### config.mk
export PLATFORM = sky130hd
export DESIGN_NAME = sad_sequencer
export DESIGN_NICKNAME = d
export VERILOG_FILES = /design/src/shared/sad_pkg.sv /design/src/design/sad_sequencer.sv
export SDC_FILE = /design/constraint.sdc
export NUM_CORES = 1
export LEC_CHECK = 0
export BUFFER_PORTS_ARGS = -buffer_cell sky130_fd_sc_hd__clkbuf_2
export CAP_MARGIN = 15
export CORE_MARGIN = 2
export CORE_UTILIZATION = 23
export CTS_CLUSTER_SIZE = 10
export DETAILED_ROUTE_END_ITERATION = 12
export PLACE_DENSITY = 0.36
export SYNTH_ARGS = -nofsm -noshare
export SYNTH_HDL_FRONTEND = slang
export SYNTH_SLANG_ARGS = --single-unit
### constraint.sdc
create_clock -name ref_clk -period 4.18 [get_ports ref_clk]
set_clock_uncertainty 0.15 [all_clocks]
set_input_delay 0.418 -clock ref_clk [delete_from_list [all_inputs] [get_ports ref_clk]]
set_output_delay 0.418 -clock ref_clk [all_outputs]
set_load 0.005 [all_outputs]
### src/shared/sad_pkg.sv
// Functional notes
// [RULE1] One conversion lasts eleven converter clocks: one sampling, ten resolving bits.
// [RULE2] Converter clock is master clock divided by preload times four; zero means undivided.
// [RULE3] Divisors are multiples of four so the converter clock has even duty.
// [RULE4] Software keeps the converter clock below 700 kHz by its divisor choice.
// [RULE5] Start command begins a conversion; the core sees the inverted start level.
// [RULE6] Three-bit input count field converts field value plus one inputs per sequence.
// [RULE7] On completion latch result, set end-of-conversion flag, pulse the DMA request.
// [RULE8] Reading the result register clears the end-of-conversion flag.
// [RULE9] A result latched while the previous one is unread sets the lost flag.
// [RULE10] DMA transfer-end signal sets the transfer-finished flag.
// [RULE11] Enable starts a warm-up count of master clocks, then ready rises.
// [RULE12] Commands before ready are ignored; ready rises only after an enable.
// [RULE13] Ready is low when disabled or converting, high while waiting for start.
// [RULE14] Ready can raise the interrupt when its mask bit is set.
// [RULE15] Repeat mode runs until stop, or transfer finished with halt option set.
// [RULE16] Repeat-mode select resets to zero, meaning one-shot.
// [RULE17] After a stop the conversion in progress still completes and is stored.
// [RULE18] Software clears transfer-finished before the extra result, else resets or drains.
// [RULE19] Each conversion of a sequence repeats sample, resolve and latch steps.
// [RULE20] Input order register holds a four-bit slot per position, slot n at bit 4n.
// [RULE21] Disable puts the analog core in standby; clock gating stops the digital part.
// [RULE22] Wait state keeps digital clocked with analog off; enable returns to active.
// [RULE23] Software disables the analog part before gating the interface clock.
// [RULE24] Start command also clears the end-of-conversion flag.
// [RULE25] Soft reset returns every converter register to its reset state; the code leaves the gate bit gateOn_r and the read data register unchanged.
// [RULE26] Only the low three slot bits select an input; unused slots are ignored.
package sad_pkg;
  localparam logic [7:0] OFF_GATE_ON = 8'h50;
  localparam logic [7:0] OFF_GATE_OFF = 8'h54;
  localparam logic [7:0] OFF_GATE_STAT = 8'h58;
  localparam logic [7:0] OFF_COMMAND = 8'h60;
  localparam logic [7:0] OFF_MODE = 8'h64;
  localparam logic [7:0] OFF_ORDER = 8'h68;
  localparam logic [7:0] OFF_FLAG_CLEAR = 8'h6C;
  localparam logic [7:0] OFF_FLAGS = 8'h70;
  localparam logic [7:0] OFF_IRQ_UNMASK = 8'h74;
  localparam logic [7:0] OFF_IRQ_MASK = 8'h78;
  localparam logic [7:0] OFF_IRQ_VIEW = 8'h7C;
  localparam logic [7:0] OFF_RESULT = 8'h80;
  // Gate register bit.
  localparam int GATE_BIT = 1;
  // Command bits.
  localparam int CMD_SOFT_RESET = 0;
  localparam int CMD_ANALOG_ON = 1;
  localparam int CMD_ANALOG_OFF = 2;
  localparam int CMD_START = 3;
  localparam int CMD_STOP = 4;
  // Mode register fields.
  localparam int MODE_PRELOAD_LSB = 0;
  localparam int MODE_WARMUP_LSB = 8;
  localparam int MODE_COUNT_LSB = 24;
  localparam int MODE_REPEAT_BIT = 28;
  localparam int MODE_HALT_BIT = 29;
  localparam logic [31:0] MODE_RESET = 32'h0000_0000;
  localparam logic [31:0] ORDER_RESET = 32'h0000_0000;
  // Flag bit positions.
  localparam int FLAG_EOC = 0;
  localparam int FLAG_LOST = 1;
  localparam int FLAG_TRANSFER_FINISHED_FLAG = 2;
  localparam int FLAG_READY = 3;
  localparam int FLAG_W = 4;
  localparam logic [3:0] LAST_RESOLVE = 4'hA;
  localparam int SLOTS = 8;
  typedef enum logic [2:0] {
    ST_OFF = 3'b000,
    ST_WARM = 3'b001,
    ST_IDLE = 3'b010,
    ST_CONV = 3'b011,
    ST_GAP = 3'b100
  } sad_state_e;
  typedef struct packed {
    logic start;
    logic convClk;
    logic undivided;
    logic standby;
    logic [2:0] channel;
  } sad_core_s;
endpackage : sad_pkg

### src/design/sad_sequencer.sv
// Local design decisions: the placing of the registers and register access over Avalon-MM.
`timescale 1ns/1ps
`default_nettype none
module sad_sequencer (
  input wire logic ref_clk,
  input wire logic rst,
  input wire logic [7:0] address,
  input wire logic read,
  input wire logic write,
  input wire logic [31:0] writedata,
  input wire logic [3:0] byteenable,
  output logic [31:0] readdata,
  output logic waitrequest,
  input wire logic [9:0] coreData,
  output var sad_pkg::sad_core_s coreCtl,
  input wire logic dmaTransferEnd,
  output logic dmaRequest,
  output logic irq
);
  // Bus: every request waits one cycle, then is accepted on the second edge.
  logic ack_r;
  logic [31:0] readdata_r;
  wire req = read | write;
  wire accept = req & ack_r;
  assign waitrequest = req & ~ack_r;
  assign readdata = readdata_r;

  wire [31:0] beMask = {{8{byteenable[3]}}, {8{byteenable[2]}},
                        {8{byteenable[1]}}, {8{byteenable[0]}}};
  wire [31:0] wd = writedata & beMask;
  wire wrAcc = write & accept;
  wire rdAcc = read & accept;
  wire wGateOn = wrAcc & (address == sad_pkg::OFF_GATE_ON);
  wire wGateOff = wrAcc & (address == sad_pkg::OFF_GATE_OFF);
  wire wCmd = wrAcc & (address == sad_pkg::OFF_COMMAND);
  wire wMode = wrAcc & (address == sad_pkg::OFF_MODE);
  wire wOrder = wrAcc & (address == sad_pkg::OFF_ORDER);
  wire wClear = wrAcc & (address == sad_pkg::OFF_FLAG_CLEAR);
  wire wUnmask = wrAcc & (address == sad_pkg::OFF_IRQ_UNMASK);
  wire wMask = wrAcc & (address == sad_pkg::OFF_IRQ_MASK);
  wire rResult = rdAcc & (address == sad_pkg::OFF_RESULT);

  // Interface clock gate; while off, the digital part holds its state, except that a result read still clears the end-of-conversion flag
  // and a transfer end with halt set still latches a pending stop.
  logic gateOn_r;
  wire gateOn_nxt = wGateOn & wd[sad_pkg::GATE_BIT] ? 1'b1 :
                    wGateOff & wd[sad_pkg::GATE_BIT] ? 1'b0 : gateOn_r;
  wire live = gateOn_r; // RULE21

  wire cmdSoftReset = live & wCmd & wd[sad_pkg::CMD_SOFT_RESET];
  wire cmdOn = live & wCmd & wd[sad_pkg::CMD_ANALOG_ON];
  wire cmdOff = live & wCmd & wd[sad_pkg::CMD_ANALOG_OFF];
  wire cmdStart = live & wCmd & wd[sad_pkg::CMD_START];
  wire cmdStop = live & wCmd & wd[sad_pkg::CMD_STOP];
  wire clrAll = rst | cmdSoftReset; // RULE25

  // Configuration registers.
  logic [31:0] mode_r;
  logic [31:0] order_r;
  logic [sad_pkg::FLAG_W-1:0] irqMask_r;
  wire [31:0] mode_nxt = (live & wMode) ? ((mode_r & ~beMask) | wd) : mode_r;
  wire [31:0] order_nxt = (live & wOrder) ? ((order_r & ~beMask) | wd) : order_r;
  wire [sad_pkg::FLAG_W-1:0] irqMask_nxt =
    (live & wUnmask) ? (irqMask_r | wd[sad_pkg::FLAG_W-1:0]) :
    (live & wMask) ? (irqMask_r & ~wd[sad_pkg::FLAG_W-1:0]) : irqMask_r;

  wire [4:0] preload = mode_r[sad_pkg::MODE_PRELOAD_LSB +: 5];
  wire [15:0] warmupPeriodCount = mode_r[sad_pkg::MODE_WARMUP_LSB +: 16];
  wire [2:0] inputCountMinusOne = mode_r[sad_pkg::MODE_COUNT_LSB +: 3];
  wire repeatConversionSelect = mode_r[sad_pkg::MODE_REPEAT_BIT];
  wire haltOnTransferFinish = mode_r[sad_pkg::MODE_HALT_BIT];

  // Divider: period is preload times four master clocks, or one when zero.
  wire [6:0] divisor = {preload, 2'b00}; // RULE2 RULE3
  wire undivided = (divisor == 7'h00);
  logic [6:0] divCnt_r;
  logic convClk_r;
  wire divWrap = undivided | (divCnt_r == (divisor - 7'h01));
  wire tick = live & divWrap;
  wire [6:0] divCnt_nxt = !live ? divCnt_r : (divWrap ? 7'h00 : divCnt_r + 7'h01);
  wire convClk_nxt = undivided | (divCnt_nxt < {1'b0, divisor[6:1]}); // RULE3

  // Input order slots: low three bits of each four-bit slot select the input.
  logic [2:0] slotChan [sad_pkg::SLOTS];
  genvar gi;
  generate
    for (gi = 0; gi < sad_pkg::SLOTS; gi = gi + 1) begin : g_slot
      assign slotChan[gi] = order_r[4*gi +: 3]; // RULE20 RULE26
    end
  endgenerate

  // Sequencer state.
  sad_pkg::sad_state_e state_r, state_nxt;
  logic [15:0] warmCnt_r;
  logic [3:0] bitCnt_r;
  logic [2:0] seqIdx_r;
  logic stopPend_r;
  logic [9:0] result_r;
  logic eoc_r;
  logic lost_r;
  logic transfer_finished_flag_r;
  logic dmaReq_r;

  wire ready = (state_r == sad_pkg::ST_IDLE); // RULE13
  wire accepted = ready & cmdStart; // RULE12
  wire convDone = (state_r == sad_pkg::ST_CONV) & tick & (bitCnt_r == sad_pkg::LAST_RESOLVE); // RULE1
  wire seqLast = (seqIdx_r == inputCountMinusOne); // RULE6
  wire tendStop = haltOnTransferFinish & (transfer_finished_flag_r | dmaTransferEnd);
  wire stopNow = stopPend_r | cmdStop | tendStop; // RULE15 RULE17
  wire moreToDo = ~seqLast | (repeatConversionSelect & ~stopNow); // RULE15 RULE19

  always_comb begin
    state_nxt = state_r;
    unique case (state_r)
      sad_pkg::ST_OFF: begin
        if (cmdOn) begin
          state_nxt = sad_pkg::ST_WARM; // RULE11 RULE22
        end
      end
      sad_pkg::ST_WARM: begin
        if (live & (warmCnt_r >= warmupPeriodCount)) begin
          state_nxt = sad_pkg::ST_IDLE; // RULE11
        end
      end
      sad_pkg::ST_IDLE: begin
        if (accepted) begin
          state_nxt = sad_pkg::ST_CONV; // RULE5
        end
      end
      sad_pkg::ST_CONV: begin
        if (convDone) begin
          state_nxt = moreToDo ? sad_pkg::ST_GAP : sad_pkg::ST_IDLE;
        end
      end
      sad_pkg::ST_GAP: begin
        if (tick) begin
          state_nxt = sad_pkg::ST_CONV; // RULE19
        end
      end
      default: state_nxt = sad_pkg::ST_OFF;
    endcase
    if (cmdOff) begin
      state_nxt = sad_pkg::ST_OFF; // RULE21
    end
  end

  wire [15:0] warmCnt_nxt = (state_r == sad_pkg::ST_WARM) ?
                            (live ? warmCnt_r + 16'h0001 : warmCnt_r) : 16'h0000;
  wire [3:0] bitCnt_nxt = (state_r != sad_pkg::ST_CONV) ? 4'h0 :
                          (tick ? bitCnt_r + 4'h1 : bitCnt_r);
  wire [2:0] seqIdx_nxt = accepted ? 3'h0 :
                          convDone ? (seqLast ? 3'h0 : seqIdx_r + 3'h1) : seqIdx_r;
  wire stopPend_nxt = accepted ? 1'b0 :
                      (state_r == sad_pkg::ST_IDLE) ? 1'b0 : stopNow;
  wire [9:0] result_nxt = convDone ? coreData : result_r; // RULE7
  // A completion in the same cycle as a clearing read keeps the flag set.
  wire eoc_nxt = convDone | (eoc_r & ~rResult & ~cmdStart); // RULE7 RULE8 RULE24
  wire lost_nxt = (convDone & eoc_r & ~rResult) |
                  (lost_r & ~(live & wClear & wd[sad_pkg::FLAG_LOST])); // RULE9
  wire transfer_finished_flag_nxt = (live & dmaTransferEnd) |
                  (transfer_finished_flag_r & ~(live & wClear & wd[sad_pkg::FLAG_TRANSFER_FINISHED_FLAG])); // RULE10

  wire [sad_pkg::FLAG_W-1:0] flags = {ready, transfer_finished_flag_r, lost_r, eoc_r};
  assign irq = |(flags & irqMask_r); // RULE14

  wire [31:0] rdMux =
    (address == sad_pkg::OFF_GATE_STAT) ? {30'h0, gateOn_r, 1'b0} :
    (address == sad_pkg::OFF_MODE) ? mode_r :
    (address == sad_pkg::OFF_ORDER) ? order_r :
    (address == sad_pkg::OFF_FLAGS) ? {28'h0, flags} :
    (address == sad_pkg::OFF_IRQ_VIEW) ? {28'h0, irqMask_r} :
    (address == sad_pkg::OFF_RESULT) ? {22'h0, result_r} : 32'h0000_0000;

  always_ff @(posedge ref_clk) begin
    if (rst) begin
      ack_r <= 1'b0;
      readdata_r <= 32'h0000_0000;
      gateOn_r <= 1'b0;
    end else begin
      ack_r <= waitrequest;
      readdata_r <= (read & ~ack_r) ? rdMux : readdata_r;
      gateOn_r <= gateOn_nxt;
    end
  end

  always_ff @(posedge ref_clk) begin
    if (clrAll) begin
      mode_r <= sad_pkg::MODE_RESET; // RULE16
      order_r <= sad_pkg::ORDER_RESET;
      irqMask_r <= '0;
      divCnt_r <= 7'h00;
      convClk_r <= 1'b1;
    end else begin
      mode_r <= mode_nxt;
      order_r <= order_nxt;
      irqMask_r <= irqMask_nxt;
      divCnt_r <= divCnt_nxt;
      convClk_r <= convClk_nxt;
    end
  end

  always_ff @(posedge ref_clk) begin
    if (clrAll) begin
      state_r <= sad_pkg::ST_OFF;
      warmCnt_r <= 16'h0000;
      bitCnt_r <= 4'h0;
      seqIdx_r <= 3'h0;
      stopPend_r <= 1'b0;
    end else begin
      state_r <= state_nxt;
      warmCnt_r <= warmCnt_nxt;
      bitCnt_r <= bitCnt_nxt;
      seqIdx_r <= seqIdx_nxt;
      stopPend_r <= stopPend_nxt;
    end
  end

  always_ff @(posedge ref_clk) begin
    if (clrAll) begin
      result_r <= 10'h000;
      eoc_r <= 1'b0;
      lost_r <= 1'b0;
      transfer_finished_flag_r <= 1'b0;
      dmaReq_r <= 1'b0;
    end else begin
      result_r <= result_nxt;
      eoc_r <= eoc_nxt;
      lost_r <= lost_nxt;
      transfer_finished_flag_r <= transfer_finished_flag_nxt;
      dmaReq_r <= convDone; // RULE7
    end
  end

  assign dmaRequest = dmaReq_r;
  // The core resets while start is high and converts after it falls.
  assign coreCtl.start = (state_r != sad_pkg::ST_CONV); // RULE5
  // Forced high while undivided so a divided phase cannot linger after the preload changes.
  assign coreCtl.convClk = convClk_r | undivided; // RULE2
  assign coreCtl.undivided = undivided;
  assign coreCtl.standby = (state_r == sad_pkg::ST_OFF); // RULE21 RULE22
  assign coreCtl.channel = slotChan[seqIdx_r];
endmodule : sad_sequencer
`default_nettype wire

==> results of run 1 <==
[layout by cell type, fill, tap and decap left out, drive strengths merged, types with 21 or more instances in the layout]
cell,count
ha,26
a21oi,125
nand3,89
dfxtp,151
clkbuf,122
nand2,116
inv,32
buf,21
o21ai,30
nor2,101
a22oi,23
[path summary, 6_finish.rpt]
kind          startpoint          end  slack, ns  cells past startpoint
max            flip-flop    convClk_r       0.90                     12
min          coreData[4]  result_r[4]       0.06                      3
min reg2reg    flip-flop    flip-flop       0.31                      2
max reg2reg    flip-flop    convClk_r       0.90                     12
[cells by family (layout without fill, tap and decap cells)]
logic type      Yosys count  count (layout)  share of synthesized area
mux                      12              12                    0.02735
xor+xnor                 29              29                    0.03492
simple gates            371             371                     0.2365
buf+inv                  91             184                    0.05091
flops                   151             151                     0.4155
fa+ha+maj                26              26                    0.04472
compound gates          229             229                     0.1901
[stage by stage]
stage	total power, W	setup WS [ns]
floorplan	0.001534	1.250
global placement	0.001612	0.9371
detailed placement	0.001611	0.9055
CTS	0.003194	0.8941
global route	0.003261	0.6132
finish	0.003154	0.9006
[final cells by class]
class / count / area [um2] / share of cell area
Sequential cell: 151 / 3023 / 0.3434
Inverter: 31 / 116.4 / 0.01322
Timing Repair Buffer: 121 / 658.1 / 0.07477
Clock inverter: 10 / 121.4 / 0.01379
Multi-Input combinational cell: 667 / 3916 / 0.4449
Clock buffer: 22 / 464.2 / 0.05274
Tap cell: 402 / 503.0 / 0.05714
[where the power goes]
part	leakage [nW]	switching (W)	internal, W	total, W
logic	1.59	0.0000980	0.0000371	0.000135
registers	1.22	0.00000175	0.00144	0.00144
clock network	0.285	0.000662	0.000915	0.00158
total	3.09	0.000762	0.00239	0.00315
[worst max-delay path, cell delays in order, from the launching register on]
cell	delay, ns
dfxtp_1	0.46
inv_1	0.08
ha_1	0.30
xor2_1	0.13
o2111ai_1	0.20
o41ai_4	0.57
and2_1	0.37
nor2_1	0.09
ha_1	0.30
a21o_1	0.18
a21oi_1	0.12
o21ai_0	0.10
o211ai_1	0.16
[routing by layer]
layer  vias to the layer above  track usage  part of all wire  routed length [um]
met5                         -            0           0.00027                   7
met4                         2      0.03707             0.010                 258
met2                       113       0.2613              0.47               11980
li1                       3366            -                 -                   -
met3                        19      0.02948             0.034                 860
met1                      3217       0.2137              0.49               12490
==> impl_metrics.tcl, run 1 <==
set metrics [dict create \
    outcome "finished clean" \
    clkTransAtPathRegs_ns 0.07 \
    yosysWarnings 0 \
    critPathMaxFanout 9 \
    ys.flop_type "dfxtp_1" \
    grt_pass1_vias 6851 \
    rows 65 \
    ys_types 61 \
    cts_buffer_depth 2 \
    fmax_mhz 304.9 \
    cts_made_buffers 17 \
    cts-root-buf "clkbuf_16" \
    antenna_violating_nets_post_route 0 \
    ctsResizeCount 0 \
    slew_headroom 0.2927 \
    worst_pin_slew_ns 1.046 \
    crit_arrival_ns 3.49 \
    syn_area_per_cell_um2 8.003 \
    io_pins 101 \
    start_kind "flip-flop" \
    ir_drop_mv 0.1939 \
    synth_top_area_share 0.4155 \
    crit_required_ns 4.39 \
    cts_max_level 4 \
    setup_violations 0 \
    first_pass_iters 5 \
    drive_above_1_share 0.1747 \
    dr.first_iter.drc_count 418 \
    grt_first_pass_wirelength_um 40230 \
    grt_max_degree 55 \
    worstSkewPairLatency_ns 0.44 \
    grt_overflow 0 \
    area_growth_syn_to_layout_pct 21.00 \
    antenna_found_initial 1 \
    drc 0 \
    max_cap_viol_count 0 \
    worstSetupPathType "reg2reg" \
    core_um2 31310 \
    total_leakage_power_nw 3.095 \
    finish.instance_area_um2 8802 \
    layout_min_cycle_time_ns 3.279 \
    fin_tns_setup_ns 0 \
    die_y_um 181.8 \
    grt_use_total 0.1583 \
    cts.sinks 151 \
    die_area_um2 33070 \
    dp_hpwl_um 18610 \
    async_flop_share 0 \
    cts_setup_buffers 0 \
    gp_congestion 0.8088 \
    syn-instance-count 909 \
    synth.largest_area_cell "dfxtp_1" \
    endpoint_kind "flip-flop" \
    final_cell_count_no_fill 1404 \
    via_count 6717 \
    rsz0062_at_grt "false" \
    hold_class "in2reg" \
    dp.cells 1372 \
    die_w_um 181.8 \
    cts_hold_buf 0 \
    detailed_place.area_um2 8217 \
    numPortBuffers 100 \
    synth_common_cells "151 x dfxtp_1, 124 x a21oi_1, 116 x nand2_1" \
    hold_viol 0 \
    cts_tree "built" \
    initial_core_util 0.2323 \
    fillerInstances 3436 \
    antennaDiodeCount 0 \
    drv_slew 0 \
    cellPowerDensity_nw_per_um2 358.3 \
    synth_nets 994 \
    synth_edf_count 0 \
    ys_seq_elements 151 \
    routed_via_density 4.784 \
    holdWs_ns 0.05596 \
    fin_crit_sh 0.7845 \
    utilization 0.2811 \
    fin_nets 1074 \
    synth.cell_area_um2 7274 \
    yosys-top-cells-area "dfxtp_1 42%, a21oi_1 8.5%, nand3_1 6.1%" \
    post_drt_wl_per_cell_um 18.23 \
    drt_wl_total_um 25600 \
    synth_seq_area_share 0.4155 \
    synth.most_common_cell "dfxtp_1" \
]
No activity file was read; power rests on OpenSTA's default activity.
==> inputs of run 2 (changes only) <==
==> constraint.sdc (replaced) <==
create_clock -name ref_clk -period 3.05 [get_ports ref_clk]
set_clock_uncertainty 0.15 [all_clocks]
set_input_delay 0.305 -clock ref_clk [delete_from_list [all_inputs] [get_ports ref_clk]]
set_output_delay 0.305 -clock ref_clk [all_outputs]
set_load 0.005 [all_outputs]
==> impl_metrics.tcl, run 2 (synthesized netlist as in run 1, its figures left out) <==
set metrics [dict create \
    drt_wl_total_um 25680 \
    reg2regPathDepth 12 \
    core_um2 31310 \
    die_area_um2 33070 \
    crit_required_ns 3.25 \
    cts_made_buffers 17 \
    via_count 6856 \
    fillerInstances 3372 \
    layout_min_cycle_time_ns 2.821 \
    cts-root-buf "clkbuf_16" \
    finish.instance_area_um2 9229 \
    dp_hpwl_um 18390 \
    grt_max_degree 76 \
    endpoint_kind "flip-flop" \
    antennaDiodeCount 0 \
    crit_arrival_ns 3.02 \
    clkTransAtPathRegs_ns 0.06 \
    cts.sinks 151 \
    worstHoldPathCells 3 \
    fmax_mhz 354.4 \
    critPathMaxFanout 6 \
    mostFrequentLayoutCell "dfxtp_1" \
    layout_common_cells "151 x dfxtp_1, 124 x a21oi_1, 116 x nand2_1, 100 x clkbuf_2, 99 x nor2_1" \
    outcome "finished clean" \
    detailed_place.area_um2 8342 \
    first_pass_iters 5 \
    routed_via_density 4.745 \
    grt_pass1_vias 6963 \
    grt_first_pass_wirelength_um 40470 \
    worst_pin_slew_ns 0.5890 \
    worstSetupPathType "reg2reg" \
    die_w_um 181.8 \
    slew_headroom 0.6074 \
    dr.first_iter.drc_count 453 \
    drv_slew 0 \
    grt_use_total 0.1582 \
    die_y_um 181.8 \
    io_pins 101 \
    drive_above_1_share 0.1783 \
    fin_tns_setup_ns 0 \
    antenna_violating_nets_post_route 0 \
    setup_violations 0 \
    gp_congestion 0.7651 \
    total_leakage_power_nw 3.280 \
    cts_buffer_depth 2 \
    rows 65 \
    numPortBuffers 100 \
    ir_drop_mv 0.2951 \
    drc 0 \
    dp_slack_ns 0.1597 \
    start_kind "flip-flop" \
    max_cap_viol_count 0 \
    hold_viol 0 \
    fin_crit_sh 0.9250 \
    fin_nets 1115 \
    area_growth_syn_to_layout_pct 26.87 \
    cts_max_level 4 \
    antenna_found_initial 0 \
    cellPowerDensity_nw_per_um2 468.0 \
    grt_overflow 0 \
    worst_slack_ns 0.2287 \
    hold_class "in2reg" \
    initial_core_util 0.2323 \
    cts_tree "built" \
    rsz0062_at_grt "false" \
    worstSkewPairLatency_ns 0.43 \
    post_drt_wl_per_cell_um 17.77 \
]
==> run 2: path summary, 6_finish.rpt <==
path / start / endpoint / slack (ns)
setup / recovery: flip-flop / convClk_r / 0.23
hold / removal: writedata[7] / flip-flop / 0.01
setup reg to reg: flip-flop / convClk_r / 0.23
hold reg to reg: flip-flop / flip-flop / 0.31
==> run 2: where the power goes <==
part / internal [W] / switching (W) / leakage (nW)
sequential: 0.00197 / 0.00000262 / 1.22
clock: 0.00123 / 0.000892 / 0.273
combinational: 0.0000821 / 0.000140 / 1.79
==> run 2: routing by layer <==
metal | up-vias | wire length [um] | GRT usage
li1 | 3467 | - | -
met1 | 3263 | 12510 | 0.2125
met2 | 108 | 12140 | 0.2634
met3 | 18 | 732 | 0.02387
met4 | 0 | 307 | 0.04455
met5 | - | 0 | 0
==> run 2: cell type report <==
class | count | area, um2 | area share
tap | 402 | 503.0 | 0.05450
timing repair buffer | 162 | 1094 | 0.1185
clock buffer | 21 | 450.4 | 0.04881
multi-input combinational | 667 | 3919 | 0.4246
sequential | 151 | 3023 | 0.3275
clock inverter | 11 | 123.9 | 0.01342
inverter | 31 | 116.4 | 0.01261
==> run 2: what timing repair did <==
item | 4_1_cts | 5_1_grt
hold endpoints to repair | 48 | 0
gates resized for setup | 0 | 2
hold buffers | 31 | 0
buffers inserted | 0 | 0
endpoints found under the setup margin | 0 | 1
==> run 2: worst max-delay path, stage by stage, from the launching register on <==
cell	delay, ns
dfxtp_1	0.35
inv_1	0.10
ha_1	0.30
xor2_1	0.14
o2111ai_1	0.20
o41ai_4	0.40
and2_4	0.23
nor2_1	0.05
ha_1	0.29
a21o_1	0.18
a21oi_1	0.12
o21ai_0	0.09
o211ai_1	0.15
==> run 2: stage by stage <==
step / utilization / power, W / cells / hold slack, ns
4_1_cts: 0.2947 / 0.004385 / 1445 / 0.00001921
6_report: 0.2947 / 0.004319 / 1445 / 0.01295
2_1_floorplan: - / 0.002102 / 909 / 0.2647
3_3_place_gp: 0.2664 / 0.002218 / 1382 / 0.2973
5_1_grt: 0.2947 / 0.004468 / 1445 / 0.01066
3_5_place_dp: 0.2664 / 0.002216 / 1382 / 0.3008
